### src/inc/dpc_defines.vh
// Register offsets, field positions, reset values and timing counts for the playback path control
// Overview of operation
// - With the mono bit set, left and right samples are summed, halved and sent to both outputs.
// - The frame ratio bit selects a system clock of 256 times the sample rate when 0, 272 when 1.
// - De-emphasis code 0 disables the filter; codes 1, 2 and 3 select 32kHz, 44.1kHz and 48kHz.
// - The modulator over-rate bit runs the modulator faster than its normal 64 times fs.
// - Each channel has a polarity bit; 1 inverts its samples and 0 passes them unchanged.
// - Volume writes are staged; both channels take them together when a 1 goes to either commit bit.
// - Volume code 0 is mute, code 1 is -71.625dB, each step adds 0.375dB and 0xC0 (reset) is 0dB.
// - In master mode the frame clock generator runs only while its enable bit is 1.
// - An eleven-bit field sets bit clocks per frame clock phase from 8 to 2047, reset 64.
// - A three-bit divider gives sample clock ratios 1, 1.5, 2, 3, 4, 5.5 and 6; code 7 is reserved.
`ifndef DPC_DEFINES_VH
`define DPC_DEFINES_VH

`define DPC_ADDR_W 8
`define DPC_OFF_CONTROL 8'h30
`define DPC_OFF_VOL_LEFT 8'h32
`define DPC_OFF_VOL_RIGHT 8'h33
`define DPC_OFF_FRAME_RATE 8'h35
`define DPC_OFF_CLOCK_CTRL 8'h36

`define DPC_BIT_MONO 13
`define DPC_BIT_RATIO 12
`define DPC_DEEMPHASIS_SELECT_HI 5
`define DPC_DEEMPHASIS_SELECT_LO 4
`define DPC_BIT_OVERRATE 3
`define DPC_BIT_LINV 1
`define DPC_BIT_RINV 0

`define DPC_BIT_CH_ENABLE 15
`define DPC_BIT_COMMIT 8
`define DPC_VOL_HI 7

`define DPC_BIT_FRAME_EN 11
`define DPC_RATE_HI 10

`define DPC_BIT_CLK_INV 4
`define DPC_DIV_HI 2

`define DPC_VOL_RESET 8'hC0
`define DPC_RATE_RESET 11'h040
`define DPC_RATE_MIN 11'h008
`define DPC_DIV_RESERVED 3'h7

// Modulator oversampling in system clocks per sample
`define DPC_SDM_NORMAL 9'h040
`define DPC_SDM_FAST 9'h080

// System clocks per sample for the two frame ratio settings
`define DPC_RATIO_NORMAL 9'h100
`define DPC_RATIO_ALT 9'h110

`endif

### src/design/dpc_playback_control.v
// Playback digital path control registers with sample path, frame clock and rate divider
//
// Implementation choice: the plain strobed port.
`timescale 1ns/100ps
`include "dpc_defines.vh"

module dpc_playback_control (
  // Clock, reset, enable
  input wire core_clk_i,
  input wire reset_n_i,
  input wire clk_en_i,
  // Register port
  input wire [7:0] reg_addr_i,
  input wire [15:0] reg_wdata_i,
  input wire reg_wr_i,
  input wire reg_rd_i,
  output reg [15:0] reg_rdata_o,
  // Sample path, same clock domain
  input wire sample_valid_i,
  input wire [15:0] left_sample_i,
  input wire [15:0] right_sample_i,
  output reg sample_valid_o,
  output reg [15:0] left_sample_o,
  output reg [15:0] right_sample_o,
  // Active volume and filter controls to the converter
  output reg [7:0] left_volume_o,
  output reg [7:0] right_volume_o,
  output reg left_mute_o,
  output reg right_mute_o,
  output reg [1:0] deemphasis_select_o,
  output reg deemph_32k_o,
  output reg deemph_44k1_o,
  output reg deemph_48k_o,
  output reg [8:0] system_clock_ratio_o,
  output reg [8:0] modulator_clocks_o,
  // Frame clock (master mode)
  input wire master_mode_i,
  input wire bit_clock_tick_i,
  output reg frame_clock_o,
  // Sample clock divider and converter clock
  output reg sample_clock_tick_o,
  output reg converter_clock_o,
  output reg divider_reserved_o
);

  // Control registers
  reg mono;
  reg frame_ratio_select;
  reg [1:0] deemphasis_select;
  reg modulator_overrate;
  reg left_polarity_invert;
  reg right_polarity_invert;
  reg left_channel_enable;
  reg right_channel_enable;
  reg [7:0] left_volume;
  reg [7:0] right_volume;
  reg [7:0] left_volume_act;
  reg [7:0] right_volume_act;
  reg frame_clock_gen_enable;
  reg [10:0] bit_clocks_per_phase;
  reg converter_clock_invert;
  reg [2:0] sample_clock_divider;

  // Pin input synchroniser for the bit clock tick, then frame counter, divider and converter clock state
  reg bclk_meta;
  reg bclk_sync;
  reg bclk_last;
  reg [10:0] phase_count;
  reg [3:0] div_count;
  reg half_toggle;
  reg conv_clk;

  wire wr_ctrl = reg_wr_i && (reg_addr_i == `DPC_OFF_CONTROL);
  wire wr_voll = reg_wr_i && (reg_addr_i == `DPC_OFF_VOL_LEFT);
  wire wr_volr = reg_wr_i && (reg_addr_i == `DPC_OFF_VOL_RIGHT);
  wire wr_rate = reg_wr_i && (reg_addr_i == `DPC_OFF_FRAME_RATE);
  wire wr_clk = reg_wr_i && (reg_addr_i == `DPC_OFF_CLOCK_CTRL);
  wire commit = (wr_voll || wr_volr) && reg_wdata_i[`DPC_BIT_COMMIT];

  // Register writes
  always @(posedge core_clk_i or negedge reset_n_i) begin
    if (!reset_n_i) begin
      mono <= 1'b0;
      frame_ratio_select <= 1'b0;
      deemphasis_select <= 2'h0;
      modulator_overrate <= 1'b0;
      left_polarity_invert <= 1'b0;
      right_polarity_invert <= 1'b0;
      left_channel_enable <= 1'b0;
      right_channel_enable <= 1'b0;
      left_volume <= `DPC_VOL_RESET;
      right_volume <= `DPC_VOL_RESET;
      left_volume_act <= `DPC_VOL_RESET;
      right_volume_act <= `DPC_VOL_RESET;
      frame_clock_gen_enable <= 1'b0;
      bit_clocks_per_phase <= `DPC_RATE_RESET;
      converter_clock_invert <= 1'b0;
      sample_clock_divider <= 3'h0;
    end else if (clk_en_i) begin
      if (wr_ctrl) begin
        mono <= reg_wdata_i[`DPC_BIT_MONO];
        frame_ratio_select <= reg_wdata_i[`DPC_BIT_RATIO];
        deemphasis_select <= reg_wdata_i[`DPC_DEEMPHASIS_SELECT_HI:`DPC_DEEMPHASIS_SELECT_LO];
        modulator_overrate <= reg_wdata_i[`DPC_BIT_OVERRATE];
        left_polarity_invert <= reg_wdata_i[`DPC_BIT_LINV];
        right_polarity_invert <= reg_wdata_i[`DPC_BIT_RINV];
      end
      if (wr_voll) begin
        left_channel_enable <= reg_wdata_i[`DPC_BIT_CH_ENABLE];
        left_volume <= reg_wdata_i[`DPC_VOL_HI:0];
      end
      if (wr_volr) begin
        right_channel_enable <= reg_wdata_i[`DPC_BIT_CH_ENABLE];
        right_volume <= reg_wdata_i[`DPC_VOL_HI:0];
      end
      // staged commit, takes the value written in the same cycle
      if (commit) begin
        left_volume_act <= wr_voll ? reg_wdata_i[`DPC_VOL_HI:0] : left_volume;
        right_volume_act <= wr_volr ? reg_wdata_i[`DPC_VOL_HI:0] : right_volume;
      end
      if (wr_rate) begin
        frame_clock_gen_enable <= reg_wdata_i[`DPC_BIT_FRAME_EN];
        bit_clocks_per_phase <= reg_wdata_i[`DPC_RATE_HI:0];
      end
      if (wr_clk) begin
        converter_clock_invert <= reg_wdata_i[`DPC_BIT_CLK_INV];
        sample_clock_divider <= reg_wdata_i[`DPC_DIV_HI:0];
      end
    end
  end

  // Read data; commit bit is write-only and reads 0
  reg [15:0] next_rdata;
  always @* begin
    next_rdata = 16'h0000;
    case (reg_addr_i)
      `DPC_OFF_CONTROL: begin
        next_rdata[`DPC_BIT_MONO] = mono;
        next_rdata[`DPC_BIT_RATIO] = frame_ratio_select;
        next_rdata[`DPC_DEEMPHASIS_SELECT_HI:`DPC_DEEMPHASIS_SELECT_LO] = deemphasis_select;
        next_rdata[`DPC_BIT_OVERRATE] = modulator_overrate;
        next_rdata[`DPC_BIT_LINV] = left_polarity_invert;
        next_rdata[`DPC_BIT_RINV] = right_polarity_invert;
      end
      `DPC_OFF_VOL_LEFT: begin
        next_rdata[`DPC_BIT_CH_ENABLE] = left_channel_enable;
        next_rdata[`DPC_VOL_HI:0] = left_volume;
      end
      `DPC_OFF_VOL_RIGHT: begin
        next_rdata[`DPC_BIT_CH_ENABLE] = right_channel_enable;
        next_rdata[`DPC_VOL_HI:0] = right_volume;
      end
      `DPC_OFF_FRAME_RATE: begin
        next_rdata[`DPC_BIT_FRAME_EN] = frame_clock_gen_enable;
        next_rdata[`DPC_RATE_HI:0] = bit_clocks_per_phase;
      end
      `DPC_OFF_CLOCK_CTRL: begin
        next_rdata[`DPC_BIT_CLK_INV] = converter_clock_invert;
        next_rdata[`DPC_DIV_HI:0] = sample_clock_divider;
      end
      default: begin
        next_rdata = 16'h0000;
      end
    endcase
  end

  // Sample path
  wire [16:0] mono_sum = {left_sample_i[15], left_sample_i} + {right_sample_i[15], right_sample_i};
  wire [15:0] mono_half = mono_sum[16:1];
  // Channel 1 is left and channel 0 is right throughout these vectors
  wire [31:0] ch_in = {left_sample_i, right_sample_i};
  wire [1:0] ch_invert = {left_polarity_invert, right_polarity_invert};
  wire [1:0] ch_enable = {left_channel_enable, right_channel_enable};
  wire [31:0] ch_out;
  genvar ch;
  generate
    for (ch = 0; ch < 2; ch = ch + 1) begin : g_chan
      wire [15:0] mixed = mono ? mono_half : ch_in[16*ch +: 16];
      wire [15:0] signed_out = ch_invert[ch] ? (16'h0000 - mixed) : mixed;
      assign ch_out[16*ch +: 16] = ch_enable[ch] ? signed_out : 16'h0000;
    end
  endgenerate

  // Sample clock divider: counts half system clocks so 1.5 and 5.5 come out exact on average
  reg [3:0] div_half;
  always @* begin
    case (sample_clock_divider)
      3'h0: div_half = 4'h2;
      3'h1: div_half = 4'h3;
      3'h2: div_half = 4'h4;
      3'h3: div_half = 4'h6;
      3'h4: div_half = 4'h8;
      3'h5: div_half = 4'hB;
      3'h6: div_half = 4'hC;
      default: div_half = 4'h2;
    endcase
  end

  wire [4:0] div_next = {1'b0, div_count} + 5'h02;
  wire rate_ok = bit_clocks_per_phase >= `DPC_RATE_MIN;
  wire frame_run = master_mode_i && frame_clock_gen_enable && rate_ok;

  // Register read data, zero outside the cycle after a read strobe
  always @(posedge core_clk_i or negedge reset_n_i) begin
    if (!reset_n_i) begin
      reg_rdata_o <= 16'h0000;
    end else if (clk_en_i) begin
      reg_rdata_o <= reg_rd_i ? next_rdata : 16'h0000;
    end
  end

  // Processed samples; outputs hold their last value between strobes
  always @(posedge core_clk_i or negedge reset_n_i) begin
    if (!reset_n_i) begin
      sample_valid_o <= 1'b0;
      left_sample_o <= 16'h0000;
      right_sample_o <= 16'h0000;
    end else if (clk_en_i) begin
      sample_valid_o <= sample_valid_i;
      if (sample_valid_i) begin
        left_sample_o <= ch_out[31:16];
        right_sample_o <= ch_out[15:0];
      end
    end
  end

  // Active volume to the converter
  always @(posedge core_clk_i or negedge reset_n_i) begin
    if (!reset_n_i) begin
      left_volume_o <= `DPC_VOL_RESET;
      right_volume_o <= `DPC_VOL_RESET;
      left_mute_o <= 1'b0;
      right_mute_o <= 1'b0;
    end else if (clk_en_i) begin
      // active codes; code 0 is digital mute
      left_volume_o <= left_volume_act;
      right_volume_o <= right_volume_act;
      left_mute_o <= (left_volume_act == 8'h00);
      right_mute_o <= (right_volume_act == 8'h00);
    end
  end

  // Filter and clock rate decodes
  always @(posedge core_clk_i or negedge reset_n_i) begin
    if (!reset_n_i) begin
      deemphasis_select_o <= 2'h0;
      deemph_32k_o <= 1'b0;
      deemph_44k1_o <= 1'b0;
      deemph_48k_o <= 1'b0;
      system_clock_ratio_o <= `DPC_RATIO_NORMAL;
      modulator_clocks_o <= `DPC_SDM_NORMAL;
    end else if (clk_en_i) begin
      deemphasis_select_o <= deemphasis_select;
      deemph_32k_o <= (deemphasis_select == 2'h1);
      deemph_44k1_o <= (deemphasis_select == 2'h2);
      deemph_48k_o <= (deemphasis_select == 2'h3);
      system_clock_ratio_o <= frame_ratio_select ? `DPC_RATIO_ALT : `DPC_RATIO_NORMAL;
      modulator_clocks_o <= modulator_overrate ? `DPC_SDM_FAST : `DPC_SDM_NORMAL;
    end
  end

  // Frame clock generator; the bit clock tick is a pin, so only its synchronised copy is read
  always @(posedge core_clk_i or negedge reset_n_i) begin
    if (!reset_n_i) begin
      bclk_meta <= 1'b0;
      bclk_sync <= 1'b0;
      bclk_last <= 1'b0;
      phase_count <= 11'h000;
      frame_clock_o <= 1'b0;
    end else if (clk_en_i) begin
      bclk_meta <= bit_clock_tick_i;
      bclk_sync <= bclk_meta;
      bclk_last <= bclk_sync;
      // generator held idle unless enabled in master mode with at least 8 bit clocks per phase
      if (!frame_run) begin
        phase_count <= 11'h000;
        frame_clock_o <= 1'b0;
      end else if (bclk_sync && !bclk_last) begin
        // toggle after the programmed number of bit clocks
        if (phase_count >= bit_clocks_per_phase - 11'h001) begin
          phase_count <= 11'h000;
          frame_clock_o <= ~frame_clock_o;
        end else begin
          phase_count <= phase_count + 11'h001;
        end
      end
    end
  end

  // Sample clock divider
  always @(posedge core_clk_i or negedge reset_n_i) begin
    if (!reset_n_i) begin
      div_count <= 4'h0;
      sample_clock_tick_o <= 1'b0;
      divider_reserved_o <= 1'b0;
    end else if (clk_en_i) begin
      // fractional divider, reserved code halts the tick
      divider_reserved_o <= (sample_clock_divider == `DPC_DIV_RESERVED);
      if (sample_clock_divider == `DPC_DIV_RESERVED) begin
        div_count <= 4'h0;
        sample_clock_tick_o <= 1'b0;
      end else if (div_next[4:0] >= {1'b0, div_half}) begin
        div_count <= div_next[3:0] - div_half;
        sample_clock_tick_o <= 1'b1;
      end else begin
        div_count <= div_next[3:0];
        sample_clock_tick_o <= 1'b0;
      end
    end
  end

  // Converter clock; retimed once more so the polarity swap cannot glitch the output
  always @(posedge core_clk_i or negedge reset_n_i) begin
    if (!reset_n_i) begin
      half_toggle <= 1'b0;
      conv_clk <= 1'b0;
      converter_clock_o <= 1'b0;
    end else if (clk_en_i) begin
      if (sample_clock_tick_o) begin
        half_toggle <= ~half_toggle;
      end
      conv_clk <= half_toggle;
      converter_clock_o <= converter_clock_invert ? ~conv_clk : conv_clk;
    end
  end

endmodule

### config.mk
export PLATFORM = sky130hd
export DESIGN_NAME = dpc_playback_control
export DESIGN_NICKNAME = d
export VERILOG_FILES = /design/src/design/dpc_playback_control.v
export VERILOG_INCLUDE_DIRS = /design/src /design/src/inc
export SDC_FILE = /design/constraint.sdc
export NUM_CORES = 1
export LEC_CHECK = 0
export ABC_AREA = 0
export BUFFER_PORTS_ARGS = -buffer_cell sky130_fd_sc_hd__buf_2
export CAP_MARGIN = 30
export CELL_PAD_IN_SITES_DETAIL_PLACEMENT = 0
export CELL_PAD_IN_SITES_GLOBAL_PLACEMENT = 1
export CORE_ASPECT_RATIO = 0.7
export CORE_MARGIN = 2
export CORE_UTILIZATION = 40
export CTS_CLUSTER_SIZE = 25
export DETAILED_ROUTE_END_ITERATION = 10
export PLACE_DENSITY_LB_ADDON = 0.3
export SYNTH_ARGS = -nofsm -noshare
export SYNTH_HDL_FRONTEND = slang
export SYNTH_SLANG_ARGS = --single-unit
### constraint.sdc
create_clock -name core_clk_i -period 2.8 [get_ports core_clk_i]
set_clock_uncertainty 0.1 [all_clocks]
set_input_delay 0.28 -clock core_clk_i [delete_from_list [all_inputs] [get_ports core_clk_i]]
set_output_delay 0.28 -clock core_clk_i [all_outputs]
set_load 0.05 [all_outputs]
# Word level (Yosys, flattened, before mapping)
# Index checks and enable logic that the tools add are counted.
word_totals:
  out_inout_bits: 94
  input_bits: 64
  register_bits: 171
  word_cells: 126
op_classes:
  n_bitwise: 3
  add_sub_neg: 7
  n_reduce_logical: 23
  magnitude_cmp: 3
  muxes: 32
  n_eq_ne: 17
ops:
  columns: ["cell", "n"]
  rows:
  - ["$mux 16", 7]
  - ["$eq 8x6->1 const B", 5]
  - ["$mux 11", 3]
  - ["$sub 1x16->16 const A", 2]
  - ["$mux 8", 3]
  - ["$pmux 4 s6", 1]
  - ["$reduce_and 2->1", 9]
  - ["$add 16x16->17", 1]
  - ["$logic_not 8->1", 2]
  - ["$eq 3x3->1 const B", 4]
  - ["$mux 4", 3]
  - ["$pmux 1 s4", 3]
  - ["$add 11x1->11 const B", 1]
  - ["$ge 11x11->1", 1]
  - ["$ge 11x4->1 const B", 1]
  - ["$sub 11x1->11 const B", 1]
  - ["$pmux 2 s5", 1]
  - ["$logic_and 1x1->1", 9]
  - ["$eq 3x2->1 const B", 2]
  - ["$mux 1", 6]
  - ["$pmux 2 s3", 1]
  - ["$add 4x2->5 const B", 1]
  - ["$ge 5x4->1", 1]
  - ["$mux 5", 1]
  - ["other kinds (12)", 16]

# Logic depth before layout (Yosys ltp)
depth:
  ltp_word: 5
  mapped_depth: 14
  depth_no_buf: 13

# Worst setup path before layout
# Ideal clock, no wire load.
synth_path:
  path_kind: "flip-flop to flip-flop"
  from: "register bit_clocks_per_phase[0]"
  to: "register frame_clock_o"
  setup_ns: 0.125
  stages_incl_launch_ff: 15
  required_time_ns: 2.575
  arrival_time_ns: 2.890
  path_slack_ns: -0.315
  period_less_slack_ns: 3.115
  path_buffers: 1
  cell_sequence: "dfrtp_1 inv_1 ha_1 nand2_1 or2_2 nor4_1 xnor2_1 ha_1 a21o_1 a21o_1 a211oi_1 o31ai_1 and2_0 clkbuf_1 mux2_2"
synth_between:
  elab_chain_cells: 4
  word_cells_on_any_way: 8
  cone_classes: "add/sub: 1; order compare: 2; eq/ne: 2; mux: 1; reduce/logical: 2"
synth_lines:
  columns: ["item", "line", "source"]
  rows:
  - ["start: declaration", "dpc_playback_control.v:60", "reg [10:0] bit_clocks_per_phase;"]
  - ["start signal: assignment", "dpc_playback_control.v:96", "bit_clocks_per_phase <= `DPC_RATE_RESET;"]
  - ["start signal: assignment", "dpc_playback_control.v:123", "bit_clocks_per_phase <= reg_wdata_i[`DPC_RATE_HI:0];"]
  - ["$sub 11x1->11 or $ge 11x4->1 (tied branches)", null, null]
  - ["$ge 11x11->1 or $logic_and 1x1->1 (tied branches)", "dpc_playback_control.v:280, dpc_playback_control.v:201", null]
  - ["$ne 2x1->1 (no line)", null, null]
  - ["$reduce_and 3->1 (no line)", null, null]
  - ["end signal: assignment", "dpc_playback_control.v:282", "frame_clock_o <= ~frame_clock_o;"]
  - ["end: declaration", "dpc_playback_control.v:39", "output reg frame_clock_o,"]
# Several ways; a longest one is shown, not always the timed one.
# A chain may end at the register's enable or synchronous reset.

# Worst setup path after layout
layout_path:
  from: "input left_sample_i[0]"
  to: "register right_sample_o[15]"
layout_between:
  elab_chain_cells: 5
layout_lines:
  columns: ["item", "line", "source"]
  rows:
  - ["start: declaration", "dpc_playback_control.v:20", "input wire [15:0] left_sample_i,"]
  - ["$add 16x16->17 (*)", "dpc_playback_control.v:168", "wire [16:0] mono_sum = {left_sample_i[15], left_sample_i} + {right_sample_i[15], right_sample_i};"]
  - ["$mux 16 (*)", "dpc_playback_control.v:178", "wire [15:0] mixed = mono ? mono_half : ch_in[16*ch +: 16];"]
  - ["$sub 1x16->16", "dpc_playback_control.v:179", "wire [15:0] signed_out = ch_invert[ch] ? (16'h0000 - mixed) : mixed;"]
  - ["$mux 16 (*)", "dpc_playback_control.v:179", null]
  - ["$mux 16 (*)", "dpc_playback_control.v:180", "assign ch_out[16*ch +: 16] = ch_enable[ch] ? signed_out : 16'h0000;"]
  - ["end signal: assignment", "dpc_playback_control.v:222", "right_sample_o <= ch_out[15:0];"]
  - ["end: declaration", "dpc_playback_control.v:24", "output reg [15:0] right_sample_o,"]
# Every way passes the cells marked *; elsewhere a longest branch is shown, timed or not.

==> qor.txt <==
Sinks on Clock Net - 155
VDD IR max - 0.4760 mV
Final TNS setup - -0.07462 ns
Worst-path cell chain - buf_6 > and2_4 > fa_2 > a211oi_4 > o211ai_4 > a21oi_2 > o221ai_2 > a2111oi_4 > buf_4 > nand4_1 > o41ai_2 > xor2_1 > o21ai_1
Crit path max fanout - 4
Fin. Hold Viols - 0
Most frequent cells in the layout - buf_4, dfrtp_1, buf_2
Routed metal-1 wire length - 14.21 mm
CTS HTree Levels - 4
WP data required - 2.99 ns
All-Layer GR Usage - 22.14%
Slowest-stage cell, CP - fa_2
Leading post-synthesis cells by cell area - dfrtp_1, mux2_2, ha_1
Final Critical Period - 2.854 ns
First-pass DRT Iterations - 5
FF-to-FF setup slack - -0.02 ns
Worst-Skew Late Latency - 0.44 ns
Wire length on met3 - 1.486 mm
Least-Margin Pin Slew - 0.6563 ns
Worst r2r path cells - 13
Leak - 0.005916 uW
Post-synth EDFFs - 0
First-pass GRT wire length - 41.56 mm
CP endpoint kind - register
WHS - 0.04835 ns
Distinct cell type count of the synthesized netlist - 73
Fin. max-slew vios - 0
# setup viols final - 3
Die height - 131.2 um
Synth Register Bits - 155
Critical path class - in -> reg
Top-area cell type share of the netlist area - 38.15%
R2R Path End - frame_clock_o$_DFFE_PN0P_
Commonest non-fill, non-tap cell in the layout - buf_4
Nets@finish - 1,324
Top sig layer - met5
Seq/Total Area, Yosys - 42.13%
Max-cap violations - 0
Mapped Cells - 945
Core outline area - 22,680 um^2
Post-synth ARST share - 100.0%
Worst Slack Setup Final - -0.05362 ns
Top delay family on crit path - compound AO/OA/AOI/OAI gates
FF-to-FF Start - bit_clocks_per_phase[1]$_DFFE_PN0P_
DR WL/cell - 17.09 um
Grt ovf - 0
Buf/Inv on CP - 2
Largest net degree at the start of global routing - 62
Hold endpoint - bit_clocks_per_phase[1]$_DFFE_PN0P_
Via Count - 7,878
Clock transition at path regs - 0.07 ns
CTS buffer count - 17
Met2 Routed Length - 10.55 mm
Share of cells above drive strength 1 - 37.62%
Status - finished with violations
Initial antenna violation count - 2
I/O pin count - 158
F_max - 350.4 MHz
Power, Total - 6383 uW
Fin area - 12,190 um^2
CTS max path bufs - 2
Cell Area, Placed - 11,270 um^2
Failing checks - negative setup slack
Fin crit share - 101.9%
Hold path cells - 3
Top_reg_cell synth - dfrtp_1
Worst Hold Class - in -> reg
Final WL - 26.47 mm
Leading area contributor after synthesis - dfrtp_1
Clk root buf - clkbuf_16
Iter 0 DRT Violations - 489
Hold Startpoint - reg_wdata_i[1]
CP Data Arrival Time - 3.04 ns
Layout area overhead - 31.79%
Row count - 46
Die span in x - 185.7 um
HPWL after DPL - 20.22 mm
# DRC - 0
Full die area - 24,370 um^2
Setup crit start kind - primary input
Slew margin rel. - 55.79%
I/O Buffers - 140
Synth warn - 0
P per Cell Area - 523.7 nW/um^2
Post-DR vias/cell - 5.086
Number of global-route vias before repair - 7,438
Largest stage delay, worst path - 0.37 ns
RSZ-0062 raised after global routing - true
Average size of a mapped cell - 9.787 um^2
Starting density of the core - 40.79%
Post-synthesis cell area - 9249 um^2
RePlAce Congestion - 0.8781
Post-route ant nets - 0
CTS tree - built
Yosys cell counts, drive strengths merged (23+ instances only):
| library cell | instances |
|---|---|
| a21oi | 48 |
| clkbuf | 31 |
| buf | 23 |
| nand2 | 93 |
| dfrtp | 141 |
| o21ai | 65 |
| mux2i | 35 |
| mux2 | 66 |
| xnor2 | 31 |
| inv | 47 |
| ha | 35 |
| nor2 | 73 |
tightest hold or removal path: stages:
cell,delay [ns]
buf_2,0.15
nand2_1,0.06
o21ai_0,0.06
final cells by class:
cell class                      count  area (um^2)
Inverter                           47        176.4
Multi-Input combinational cell    703         5175
Sequential cell                   155         3897
Timing Repair Buffer              299         1972
Clock inverter                     14        146.4
Antenna cell                        1        2.502
Fill cell                        2094        10490
Clock buffer                       18        429.2
Tap cell                          312        390.4
stage by stage:
stage          worst slack, ns  instances  util, %
5_1_grt                -0.1730       1549    53.75
6_report              -0.05362       1549    53.75
4_1_cts               -0.03700       1542    52.87
2_1_floorplan          -0.1845        959        -
3_3_place_gp           -0.4449       1498    49.71
3_5_place_dp           -0.5199       1498    49.71
flip-flops by register name, indices dropped and copies added (netlist names), 4 cells and up:
signal                flops
left_volume_o             8
left_volume_act           8
reg_rdata_o              15
left_sample_o            16
right_volume_act          8
bit_clocks_per_phase     11
right_volume              8
div_count                 4
left_volume               8
phase_count              11
right_sample_o           16
right_volume_o            8
worst max-delay path by stage:
stage / startpoint / to / slack, ns / cells past startpoint
finish: left_sample_i[0] / right_sample_o[15]$_DFFE_PN0P_ / -0.05 / 13
global route: left_sample_i[0] / right_sample_o[15]$_DFFE_PN0P_ / -0.17 / 13
detailed placement: left_sample_i[0] / right_sample_o[15]$_DFFE_PN0P_ / -0.52 / 12
floorplan: bit_clocks_per_phase[0]$_DFFE_PN0P_ / frame_clock_o$_DFFE_PN0P_ / -0.18 / 14
CTS: left_sample_i[0] / right_sample_o[15]$_DFFE_PN0P_ / -0.04 / 12
global placement: left_sample_i[0] / right_sample_o[15]$_DFFE_PN0P_ / -0.44 / 12
metal layers:
metal | GRT usage [%] | vias to the layer above
met5 | 0 | -
met4 | 5.162 | 2
met3 | 4.684 | 15
met2 | 29.47 | 185
met1 | 35.79 | 3770
li1 | - | 3906
logic make-up (layout without fill, tap and decap cells):
logic type | Yosys count | in the layout | synth area share (%)
compound gates | 219 | 219 | 16.30
xor+xnor | 53 | 53 | 5.100
fa+ha+maj | 37 | 37 | 5.168
buf+inv | 101 | 378 | 4.803
flops | 155 | 155 | 42.13
mux | 101 | 101 | 11.96
other cells | 2 | 17 | 0.08120
simple gates | 277 | 277 | 14.46
report_power, final:
| group | internal, uW | switching, uW | total (uW) |
|---|---|---|---|
| combinational | 670 | 941 | 1610 |
| sequential | 2370 | 101 | 2470 |
| clock | 1320 | 986 | 2300 |
repair_timing:
item | 4_1_cts | 5_1_grt
setup buffers | 3 | 6
pin swaps | 10 | 20
endpoints found under the hold margin | 54 | 0
hold buffers | 9 | 0
setup endpoints to repair | 15 | 22
gates resized for setup | 12 | 36
Power figures use the tool's default switching activity.
